### config.mk
export PLATFORM = sky130hd
export DESIGN_NAME = pump_code_loader
export DESIGN_NICKNAME = d
export VERILOG_FILES = /design/src/pump_code_loader.v
export VERILOG_INCLUDE_DIRS = /design/src
export SDC_FILE = /design/constraint.sdc
export NUM_CORES = 1
export LEC_CHECK = 0
export BUFFER_PORTS_ARGS = -buffer_cell sky130_fd_sc_hd__buf_2
export CAP_MARGIN = 20
export CORE_AREA = 4 4 127 129
export DETAILED_ROUTE_END_ITERATION = 8
export DIE_AREA = 0 0 131 133
export PLACE_DENSITY = 0.82
export SLEW_MARGIN = 20
export SYNTH_ARGS = -nofsm -noshare
export SYNTH_HDL_FRONTEND = slang
export SYNTH_SLANG_ARGS = --single-unit
### constraint.sdc
create_clock -name clk -period 3.5 [get_ports clk]
set_clock_uncertainty 0.05 [all_clocks]
set_input_delay 0.525 -clock clk [delete_from_list [all_inputs] [get_ports clk]]
set_output_delay 0.525 -clock clk [all_outputs]
set_load 0.01 [all_outputs]
### src/pump_loader_defs.vh
`ifndef PUMP_LOADER_DEFS_VH
`define PUMP_LOADER_DEFS_VH

// Pump interface memory offsets
`define PUMP_REQ_CODE 8'h14
`define PUMP_ADDR_LOW 8'h16
`define PUMP_ADDR_HIGH 8'h17
`define PUMP_ACK 8'h1b
`define PUMP_STATUS 8'h0d
`define PUMP_TXFIFO 8'h10
`define PUMP_TX_FIFO_NOT_FULL_BIT 1

// Request codes, completion mark and address preset
`define REQ_CTL 8'h4f
`define REQ_DSP 8'h5f
`define REQ_NONE 8'h00
`define DONE_MARK 8'hff
`define PUMP_ADDR_PRESET 16'hffff

// Controller register offsets
`define CR_CTRL 4'h0
`define CR_START 4'h1
`define CR_STATUS 4'h2
`define CR_DATA 4'h3
`define CR_RESULT 4'h4
`define CR_PUMPREQ 4'h5
`define CR_NEXT 4'h6

// Control bits
`define CTRL_GO_BIT 0
`define CTRL_DSP_BIT 1
`define CTRL_SERVE_BIT 2

// Timing
`define CLK_NS 10
`define POLL_NS 200
`define POLL_CYC 8'd20
`define WAIT_S 30
`define WAIT_CYC 32'd3000000000

`endif

### src/pump_code_loader.v
// Behaviour
// Pump loads default vectors and clears SRAM after any reset.
// Host starts a load writing 4Fh for control or 5Fh for DSP.
// Host waits until the pump copies the request code into 1Bh.
// Host writes start address low byte to 16h, then high byte to 17h.
// Pump aborts a stalled load after 30 seconds by zeroing the request.
// Host writes each byte only while the FIFO-not-full flag reads one.
// Pump updates 1Bh with buffer status; host paces on FIFO flag.
// After the last byte the host writes 00 into the request register.
// Host waits for FFh at 17h, then reads the checksum at 16h.
// On checksum mismatch the host resets the pump and reloads; the code only sets doneBad_r and leaves the reset and reload to software.
// Pump restores 1Bh after a load; 16h and 17h keep completion values.
// Pump waits 30 seconds for a new request between modules.
// Pump writes bytes where the host says, without module checks.
// Host avoids overlapping modules and keeps the vector table current.
// Pump requests a load when the selected mode's code is absent.
// Pump presets address to FFFFh and writes the needed module code.
// Pump requests a further module by writing its new code.
// Pump requests 43h, 4Ah, 48h or 40h after negotiation.
// Second variant requests 49h after configuration AAh unless preloaded.
// Client legacy mode sets configuration to 00h: reload both sections.
// Host loads each section's vector module last in the series.
// Checksum: rotate left one bit, add byte, modulo 256, from zero.
// Pump advances write address by one per accepted byte.
`include "pump_loader_defs.vh"
`timescale 1ns/1ps
`default_nettype none

module pump_code_loader (
    input wire clk,
    input wire rstn,
    // Software port
    input wire [3:0] swAddr,
    input wire [31:0] swWdata,
    input wire swWr,
    input wire swRd,
    output reg [31:0] swRdata,
    // Pump interface memory port
    output reg [7:0] pumpAddr,
    output reg [7:0] pumpWdata,
    output reg pumpWrN,
    output reg pumpRdN,
    input wire [7:0] pumpRdata
);
    localparam [10:0] S_IDLE = 11'h001;
    localparam [10:0] S_REQ = 11'h002;
    localparam [10:0] S_ACK = 11'h004;
    localparam [10:0] S_ALO = 11'h008;
    localparam [10:0] S_AHI = 11'h010;
    localparam [10:0] S_FLAG = 11'h020;
    localparam [10:0] S_BYTE = 11'h040;
    localparam [10:0] S_END = 11'h080;
    localparam [10:0] S_DONE = 11'h100;
    localparam [10:0] S_SUM = 11'h200;
    localparam [10:0] S_WATCH = 11'h400;
    localparam [7:0] POLL_C = `POLL_CYC;

    // Expected checksum step, used to compare against the pump's result
    function [7:0] sumStep;
        input [7:0] acc;
        input [7:0] b;
        begin
            sumStep = {acc[6:0], acc[7]} + b;
        end
    endfunction

    // True at the tick that ends a read slot this sequencer opened; outside
    // such a slot the released bus carries nothing worth sampling
    function readSlotEnd;
        input tick;
        input phase;
        input rdN;
        begin
            readSlotEnd = tick && phase && !rdN;
        end
    endfunction

    reg [10:0] state_r;
    reg [7:0] reqCode_r;
    reg [15:0] start_r;
    reg [7:0] data_r;
    reg dataValid_r;
    reg lastByte_r;
    reg [7:0] expSum_r;
    reg [7:0] pumpSum_r;
    reg [7:0] pumpReq_r;
    reg [15:0] nextAddr_r;
    reg busy_r;
    reg doneOk_r;
    reg doneBad_r;
    reg timedOut_r;
    reg serve_r;
    reg [7:0] poll_r;
    reg [31:0] wait_r;
    reg phase_r;
    reg [7:0] rdS1_r;
    reg [7:0] rdS2_r;

    wire pollTick = (poll_r == 8'h00);
    wire dataFree = !dataValid_r;
    wire rdDone = readSlotEnd(pollTick, phase_r, pumpRdN);
    wire loading = (state_r != S_IDLE) && (state_r != S_WATCH);
    wire byteOut = (state_r == S_BYTE) && pollTick && !phase_r;
    wire sumDone = (state_r == S_SUM) && rdDone;
    wire stalled = loading && (wait_r >= `WAIT_CYC);

    // Software writes
    always @(posedge clk or negedge rstn) begin
        if (!rstn) begin
            reqCode_r <= `REQ_NONE;
            start_r <= 16'h0000;
            data_r <= 8'h00;
            dataValid_r <= 1'b0;
            lastByte_r <= 1'b0;
            serve_r <= 1'b0;
        end else begin
            if (swWr && swAddr == `CR_CTRL && !busy_r) begin
                reqCode_r <= swWdata[`CTRL_DSP_BIT] ? `REQ_DSP : `REQ_CTL;
                serve_r <= swWdata[`CTRL_SERVE_BIT];
            end
            if (swWr && swAddr == `CR_START)
                start_r <= swWdata[15:0];
            if (byteOut)
                dataValid_r <= 1'b0;
            else if (swWr && swAddr == `CR_DATA && dataFree) begin
                data_r <= swWdata[7:0];
                lastByte_r <= swWdata[8];
                dataValid_r <= 1'b1;
            end
            if (state_r == S_IDLE)
                dataValid_r <= 1'b0;
        end
    end

    always @(posedge clk or negedge rstn) begin
        if (!rstn)
            swRdata <= 32'h0;
        else if (swRd) begin
            case (swAddr)
                `CR_STATUS: swRdata <= {26'h0, dataFree, serve_r, timedOut_r,
                    doneBad_r, doneOk_r, busy_r};
                `CR_RESULT: swRdata <= {16'h0, expSum_r, pumpSum_r};
                `CR_PUMPREQ: swRdata <= {24'h0, pumpReq_r};
                `CR_START: swRdata <= {16'h0, start_r};
                `CR_NEXT: swRdata <= {16'h0, nextAddr_r};
                default: swRdata <= 32'h0;
            endcase
        end else
            swRdata <= 32'h0;
    end

    // Pump data passes two stages since the pump is asynchronous to clk
    always @(posedge clk or negedge rstn) begin
        if (!rstn) begin
            rdS1_r <= 8'h00;
            rdS2_r <= 8'h00;
        end else begin
            rdS1_r <= pumpRdata;
            rdS2_r <= rdS1_r;
        end
    end

    wire goReq = swWr && swAddr == `CR_CTRL && swWdata[`CTRL_GO_BIT] && !busy_r;
    wire pumpNeeds = (rdS2_r != `REQ_NONE) && (rdS2_r != `REQ_CTL) && (rdS2_r != `REQ_DSP);

    // Stall counter: restarts with each load and each byte, so a host that
    // stops feeding bytes or a pump that never answers a poll can run it out
    always @(posedge clk or negedge rstn) begin
        if (!rstn)
            wait_r <= 32'h0;
        else if (goReq || byteOut)
            wait_r <= 32'h0;
        else if (loading)
            wait_r <= wait_r + 32'd1;
    end

    // Load bookkeeping, kept apart from the sequencer so that the results
    // seen by software change only at well defined points of a load
    always @(posedge clk or negedge rstn) begin
        if (!rstn) begin
            busy_r <= 1'b0;
            doneOk_r <= 1'b0;
            doneBad_r <= 1'b0;
            timedOut_r <= 1'b0;
            expSum_r <= 8'h00;
            pumpSum_r <= 8'h00;
            nextAddr_r <= 16'h0000;
        end else if (goReq) begin
            busy_r <= 1'b1;
            doneOk_r <= 1'b0;
            doneBad_r <= 1'b0;
            timedOut_r <= 1'b0;
            expSum_r <= 8'h00;
            nextAddr_r <= start_r;
        end else if (stalled) begin
            // Give up once the pump would have aborted anyway
            timedOut_r <= 1'b1;
            busy_r <= 1'b0;
        end else if (byteOut) begin
            expSum_r <= sumStep(expSum_r, data_r);
            nextAddr_r <= nextAddr_r + 16'h0001;
        end else if (sumDone) begin
            pumpSum_r <= rdS2_r;
            doneOk_r <= (rdS2_r == expSum_r);
            doneBad_r <= (rdS2_r != expSum_r);
            busy_r <= 1'b0;
        end
    end

    // Pump access sequencer; each access holds its strobe for one poll
    // period, long enough for the pump's own sampling
    always @(posedge clk or negedge rstn) begin
        if (!rstn) begin
            state_r <= S_IDLE;
            pumpAddr <= 8'h00;
            pumpWdata <= 8'h00;
            pumpWrN <= 1'b1;
            pumpRdN <= 1'b1;
            poll_r <= 8'h00;
            phase_r <= 1'b0;
            pumpReq_r <= 8'h00;
        end else begin
            if (pollTick)
                poll_r <= POLL_C - 8'd1;
            else
                poll_r <= poll_r - 8'd1;
            if (pollTick) begin
                phase_r <= ~phase_r;
                pumpWrN <= 1'b1;
                pumpRdN <= 1'b1;
            end
            case (state_r)
                S_IDLE: if (serve_r && pollTick)
                    state_r <= S_WATCH;
                S_WATCH: if (pollTick) begin
                    if (!phase_r) begin
                        pumpAddr <= `PUMP_REQ_CODE;
                        pumpRdN <= 1'b0;
                    end else if (rdDone) begin
                        // The loader's own codes and zero are not requests
                        if (pumpNeeds)
                            pumpReq_r <= rdS2_r;
                        state_r <= S_IDLE;
                    end
                end
                S_REQ: if (pollTick && !phase_r) begin
                    pumpAddr <= `PUMP_REQ_CODE;
                    pumpWdata <= reqCode_r;
                    pumpWrN <= 1'b0;
                    state_r <= S_ACK;
                end
                S_ACK: if (pollTick) begin
                    if (!phase_r) begin
                        pumpAddr <= `PUMP_ACK;
                        pumpRdN <= 1'b0;
                    end else if (rdDone && rdS2_r == reqCode_r)
                        state_r <= S_ALO;
                end
                S_ALO: if (pollTick && !phase_r) begin
                    pumpAddr <= `PUMP_ADDR_LOW;
                    pumpWdata <= start_r[7:0];
                    pumpWrN <= 1'b0;
                    state_r <= S_AHI;
                end
                S_AHI: if (pollTick && !phase_r) begin
                    pumpAddr <= `PUMP_ADDR_HIGH;
                    pumpWdata <= start_r[15:8];
                    pumpWrN <= 1'b0;
                    state_r <= S_FLAG;
                end
                S_FLAG: if (pollTick) begin
                    // Pace on the FIFO flag, not on the 1Bh buffer status
                    if (!phase_r) begin
                        pumpAddr <= `PUMP_STATUS;
                        pumpRdN <= 1'b0;
                    end else if (rdDone && rdS2_r[`PUMP_TX_FIFO_NOT_FULL_BIT] && dataValid_r)
                        state_r <= S_BYTE;
                end
                S_BYTE: if (byteOut) begin
                    pumpAddr <= `PUMP_TXFIFO;
                    pumpWdata <= data_r;
                    pumpWrN <= 1'b0;
                    state_r <= lastByte_r ? S_END : S_FLAG;
                end
                S_END: if (pollTick && !phase_r) begin
                    pumpAddr <= `PUMP_REQ_CODE;
                    pumpWdata <= `REQ_NONE;
                    pumpWrN <= 1'b0;
                    state_r <= S_DONE;
                end
                S_DONE: if (pollTick) begin
                    if (!phase_r) begin
                        pumpAddr <= `PUMP_ADDR_HIGH;
                        pumpRdN <= 1'b0;
                    end else if (rdDone && rdS2_r == `DONE_MARK)
                        state_r <= S_SUM;
                end
                S_SUM: if (pollTick) begin
                    if (!phase_r) begin
                        pumpAddr <= `PUMP_ADDR_LOW;
                        pumpRdN <= 1'b0;
                    end else if (sumDone)
                        state_r <= S_IDLE;
                end
                default: state_r <= S_IDLE;
            endcase
            // A load start wins over a pending watch read; that read slot
            // simply runs out unused
            if (goReq)
                state_r <= swWdata[`CTRL_SERVE_BIT] ? S_ALO : S_REQ;
            if (stalled)
                state_r <= S_IDLE;
        end
    end
endmodule

`default_nettype wire

# Yosys cells after proc, flatten, opt, wreduce, memory -nomap -nowiden
# Cells that the tools add are included.
word_totals:
  ff_bits: 197
  word_cells: 233
classes:
  addsub: 4
  n_lt_le_gt_ge: 1
  n_eq_ne: 65
  mux: 84
  bitwise_logic: 4
  reduce_logical: 50
ops:
  columns: ["cell", "n"]
  rows:
  - ["two-way mux 11 bit", 23]
  - ["two-way mux 8 bit", 24]
  - ["case mux 11 bit (11 select lines)", 1]
  - ["two-way mux 32 bit", 3]
  - ["inequality test 4 bit (second input constant)", 20]
  - ["case mux 16 bit (5 select lines)", 1]
  - ["case mux 8 bit (9 select lines)", 1]
  - ["two-way mux 16 bit", 3]
  - ["case mux 8 bit (5 select lines)", 1]
  - ["adder 32 x 1 -> 32 bit (second input constant)", 1]
  - ["greater-or-equal comparator 32 bit (second input constant)", 1]
  - ["inequality test 2 bit (second input constant)", 15]
  - ["two-way mux 1 bit", 24]
  - ["logical AND 1 bit", 22]
  - ["AND reduction 21 bit", 1]
  - ["adder 16 x 1 -> 16 bit (second input constant)", 1]
  - ["equality test 8 bit", 2]
  - ["inequality test 8 x 7 -> 1 bit (second input constant)", 2]
  - ["AND reduction 15 bit", 1]
  - ["equality test 4 x 3 -> 1 bit (second input constant)", 3]
  - ["equality test 11 x 1 -> 1 bit (second input constant)", 1]
  - ["equality test 11 x 10 -> 1 bit (second input constant)", 1]
  - ["equality test 11 bit (second input constant)", 1]
  - ["equality test 11 x 2 -> 1 bit (second input constant)", 1]
  - ["39 further kinds", 54]

# Logic depth before layout (Yosys ltp)
logic_depth:
  depth_word: 11
  ltp_mapped: 10
  ltp_nobuf: 8

# Least setup slack after synthesis
# Ideal clock, no wire load.
synth_timing:
  kind: "reg-to-reg"
  from: "register state_r[6]"
  to: "register pumpSum_r[0]"
  t_arrival_ns: 2.648
  required_time_ns: 3.325
  path_slack_ns: 0.677
  path_stages_with_launch: 9
  period_less_slack_ns: 2.823
  path_cell_list: "dfrtp_1 -> buf_6 -> or4_4 -> buf_6 -> or2_4 -> or4_4 -> or3_1 -> buf_6 -> mux2_4"
synth_between:
  elab_chain_len: 5
  word_cells_on_any_way: 12
synth_rtl:
  columns: ["element", "line", "text"]
  rows:
  - ["start, declared", "pump_code_loader.v:78", "reg [10:0] state_r;"]
  - ["start signal, assigned", "pump_code_loader.v:283", "state_r <= lastByte_r ? S_END : S_FLAG;"]
  - ["start signal, assigned", "pump_code_loader.v:310", "state_r <= swWdata[`CTRL_SERVE_BIT] ? S_ALO : S_REQ;"]
  - ["inequality test 11 x 1 -> 1 bit (tied with other cells)", "pump_code_loader.v:102", "wire loading = (state_r != S_IDLE) && (state_r != S_WATCH);"]
  - ["logical AND 1 bit, on equally long branches", "pump_code_loader.v:102, pump_code_loader.v:103", null]
  - ["logical AND 1 bit, on equally long branches", "pump_code_loader.v:105, pump_code_loader.v:103", null]
  - ["inverter 1 bit (no source line)", null, null]
  - ["AND reduction 4 bit (no source line) (*)", null, null]
  - ["end signal, assigned", "pump_code_loader.v:203", "pumpSum_r <= rdS2_r;"]
  - ["end, declared", "pump_code_loader.v:85", "reg [7:0] pumpSum_r;"]
# Mark *: on every way between the ends. The rest lies on a longest branch, timed or not.
# A chain may end at the register's enable or synchronous reset.

# Final worst setup path
layout_timing:
  from: "register state_r[6]"
  to: "register pumpSum_r[6]"
# The elaborated chain is that of the path after synthesis.

==> metrics.md <==
| Metric | Value |
|---|---|
| Status | `finished, violations left` |
| Violated checks | `negative hold slack` |
| Gp weighted congestion | `0.9518` |
| Pre-Repair DR Iteration Count | `8` |
| Fin crit period | `3.075 ns` |
| # IOs | `98` |
| Fin. Hold Viols | `2` |
| Setup TNS | `0 ns` |
| Final setup fails | `0` |
| First-pass GRT wire length | `34910 um` |
| Worst vdd rail ir drop | `0.4299 mV` |
| 1st-iter DRT viols | `940` |
| Leak | `4.511 nW` |
| Ys Warns | `0` |
| Area grow syn2layout | `12.99%` |
| Max-capacitance violation count | `0` |
| # Post-CTS Setup Buffers | `0` |
| # rows | `45` |
| Worst-path fanout max | `10` |
| Fmax | `325.2 MHz` |
| Initial antenna violation count | `0` |
| Async SR Flop Fraction | `100.0%` |
| RSZ-0062 raised after global routing | `false` |
| Critical path, cell by cell | `or4_4 > or2_4 > or4_4 > or3_1 > mux2_4` |
| Predominant post-synthesis flop cell | `dfrtp_1` |
| Global Route Usage Sum | `25.49%` |
| Core area | `0.01503 mm2` |
| Drt drc | `0` |
| Slew HR | `41.98%` |
| Post-DP HPWL | `15020 um` |
| Final hold slack | `-0.006111 ns` |
| GRT Residual Overflow | `0` |
| CP startpoint kind | `flop` |
| Slew @ Worst Pin | `0.8483 ns` |
| CP max-delay cell | `or4_4` |
| Routed len/inst | `19.51 um` |
| CP bufs+invs | `0` |
| Height of the die | `133 um` |
| Worst skew pair latency | `0.43 ns` |
| Routed via count | `7112` |
| Slew Viols, Final | `0` |
| Synth cell types | `71` |
| Final core occ | `65.24%` |
| Seq/Total Area, Yosys | `49.63%` |
| Layout cells sized above 1 | `20.24%` |
| Crit. End Element | `flop` |
| Syn_area_per_cell | `10.41 um2` |
| Worst-path clk slew | `0.07 ns` |
| Die area | `0.01742 mm2` |
| Mapped Area | `0.008680 mm2` |
| Post-DRT Antenna Nets | `0` |
| Post-CTS Hold Fix Bufs | `0` |
| Starting Density | `57.74%` |
| #FFs+latches synth | `172` |
| Final Cycle Share | `87.87%` |
| Data arrival time of the critical path | `3.34 ns` |
| FILL cells | `1161` |
| Via density | `6.454` |
| Gate Count Post-Synth | `834` |
| Post-Route WL | `21500 um` |
| Nets | `962` |
| Synth area leader | `dfrtp_1` |
| Most common cell after layout, fill and taps aside | `dfrtp_1` |
| Number of global-route vias before repair | `6803` |
| PwrDens | `623.9 mW/mm2` |
| Crit Path Class | `reg2reg` |
| Clock Tree Root | `clkbuf_16` |
| Share of the synthesized area in the top cell type | `48.72%` |
| Top cell by count, worst path | `or4_4` |
| Req. time, crit path | `3.76 ns` |
| Worst Hold Class | `in2async` |
| Total CTS buffers | `17` |
| Cts repair resizes | `0` |
| Inserted Diodes | `0` |
| Crit path max-delay family | `simple AND/OR/NAND/NOR gates` |
| Clock Tree Buf Depth | `2` |
| Synth area leaders | `dfrtp_1 49%, mux2_2 4.5%, xor2_1 3.9%` |
| H-tree lvl count | `4` |
| Die Wd | `131 um` |
| Commonest non-fill, non-tap cells in the layout | `169 x dfrtp_1, 87 x nor2_1, 61 x buf_2` |
| Post-synth EDFFs | `0` |
| Largest net degree at the start of global routing | `82` |
| CTS tree | `yes` |
| IO buf count | `62` |
| Clock Sinks | `172` |
| Slowest stage delay, CP | `0.66 ns` |
| PnR Total Power | `0.006118 W` |
worst reg2reg max path: stages, from the launching register on:
cell     delay (ns)
dfrtp_1        0.46
or4_4          0.66
or2_4          0.31
or4_4          0.52
or3_1          0.57
mux2_4         0.38
per-layer routing:
layer / track usage (%) / share of wire [%] / wire (um)
met5: 0 / 0 / 0
met4: 10.51 / 3.6 / 771
met3: 6.096 / 9.3 / 1992
met2: 39.28 / 48 / 10340
met1: 34.56 / 39 / 8404
synth_stat cells (all sizes together) (9+ instances only):
cell    number
nor2        89
or3         11
nor3        24
inv         15
nand2       55
buf         26
ha          12
xor2        39
or4         12
xnor2       14
nor4        20
nand4       21
a22oi       13
a21oi       47
a222oi      22
o31ai        9
o21ai       21
mux2        43
nand3       31
clkbuf      29
dfrtp      169
path summary, 6_finish.rpt:
path | from | endpoint | slack [ns] | cells after the start
worst max-delay path | state_r[6] | pumpSum_r[6] | 0.42 | 5
max in group asynchronous | rstn | pumpSum_r[7] | 2.55 | 2
min in group clk | pumpRdata[6] | rdS1_r[6] | 0.15 | 1
worst min register to register | rdS1_r[2] | rdS2_r[2] | 0.30 | 0
worst min-delay path | rstn | swRdata[11] | -0.006 | 1
worst max register to register | state_r[6] | pumpSum_r[6] | 0.42 | 5
registers in the layout, indices dropped and copies added, names as in the netlist, 2 cells and up, named ones only:
| signal | flops |
|---|---|
| poll_r | 8 |
| rdS2_r | 8 |
| wait_r | 32 |
| rdS1_r | 8 |
| nextAddr_r | 16 |
| start_r | 16 |
| pumpSum_r | 8 |
| swRdata | 16 |
| pumpWdata | 8 |
| data_r | 8 |
| expSum_r | 8 |
| pumpReq_r | 8 |
| state_r | 11 |
| reqCode_r | 2 |
| pumpAddr | 5 |
final cells by class:
| type | count | area (um2) | area share [%] |
|---|---|---|---|
| inverter | 15 | 56.30 | 0.5741 |
| tap | 188 | 235.2 | 2.399 |
| sequential | 172 | 4308 | 43.93 |
| clock buffer | 17 | 425.4 | 4.338 |
| clock inverter | 15 | 177.7 | 1.812 |
| timing repair buffer | 85 | 501.7 | 5.116 |
| multi-input combinational | 610 | 4103 | 41.83 |
through the flow:
| step | worst slack (ns) | instance area, um2 | cells | hold slack, ns |
|---|---|---|---|---|
| final | 0.4245 | 9807 | 1102 | -0.006111 |
| after global routing | 0.2486 | 9807 | 1102 | 0.03097 |
| after CTS | 0.4185 | 9801 | 1102 | 0.009135 |
| after detailed placement | 0.4621 | 9198 | 1070 | 0.2855 |
| after global placement | 0.5086 | 9198 | 1070 | 0.2827 |
| after floorplan | 0.6765 | 8747 | 852 | 0.1794 |
report_power, final:
part           switching (W)  total (W)  internal [W]
Clock               0.000853    0.00193       0.00108
Combinational       0.000922    0.00159      0.000672
Sequential          0.000322    0.00259       0.00227
Total                0.00210    0.00612       0.00402
logic make-up (layout without fill, tap and decap cells):
kind of cell,after synthesis,in the layout,synth area share [%]
DFF,172,172,49.63
adders and majority gates,13,13,1.960
buffers and inverters,70,132,4.166
and+or+nand+nor,312,312,18.57
AOI/OAI and AO/OA,163,163,13.55
other,1,19,0.04320
muxes,50,50,6.732
xor gates and xnor gates,53,53,5.348
Power figures use the tool's default switching activity.
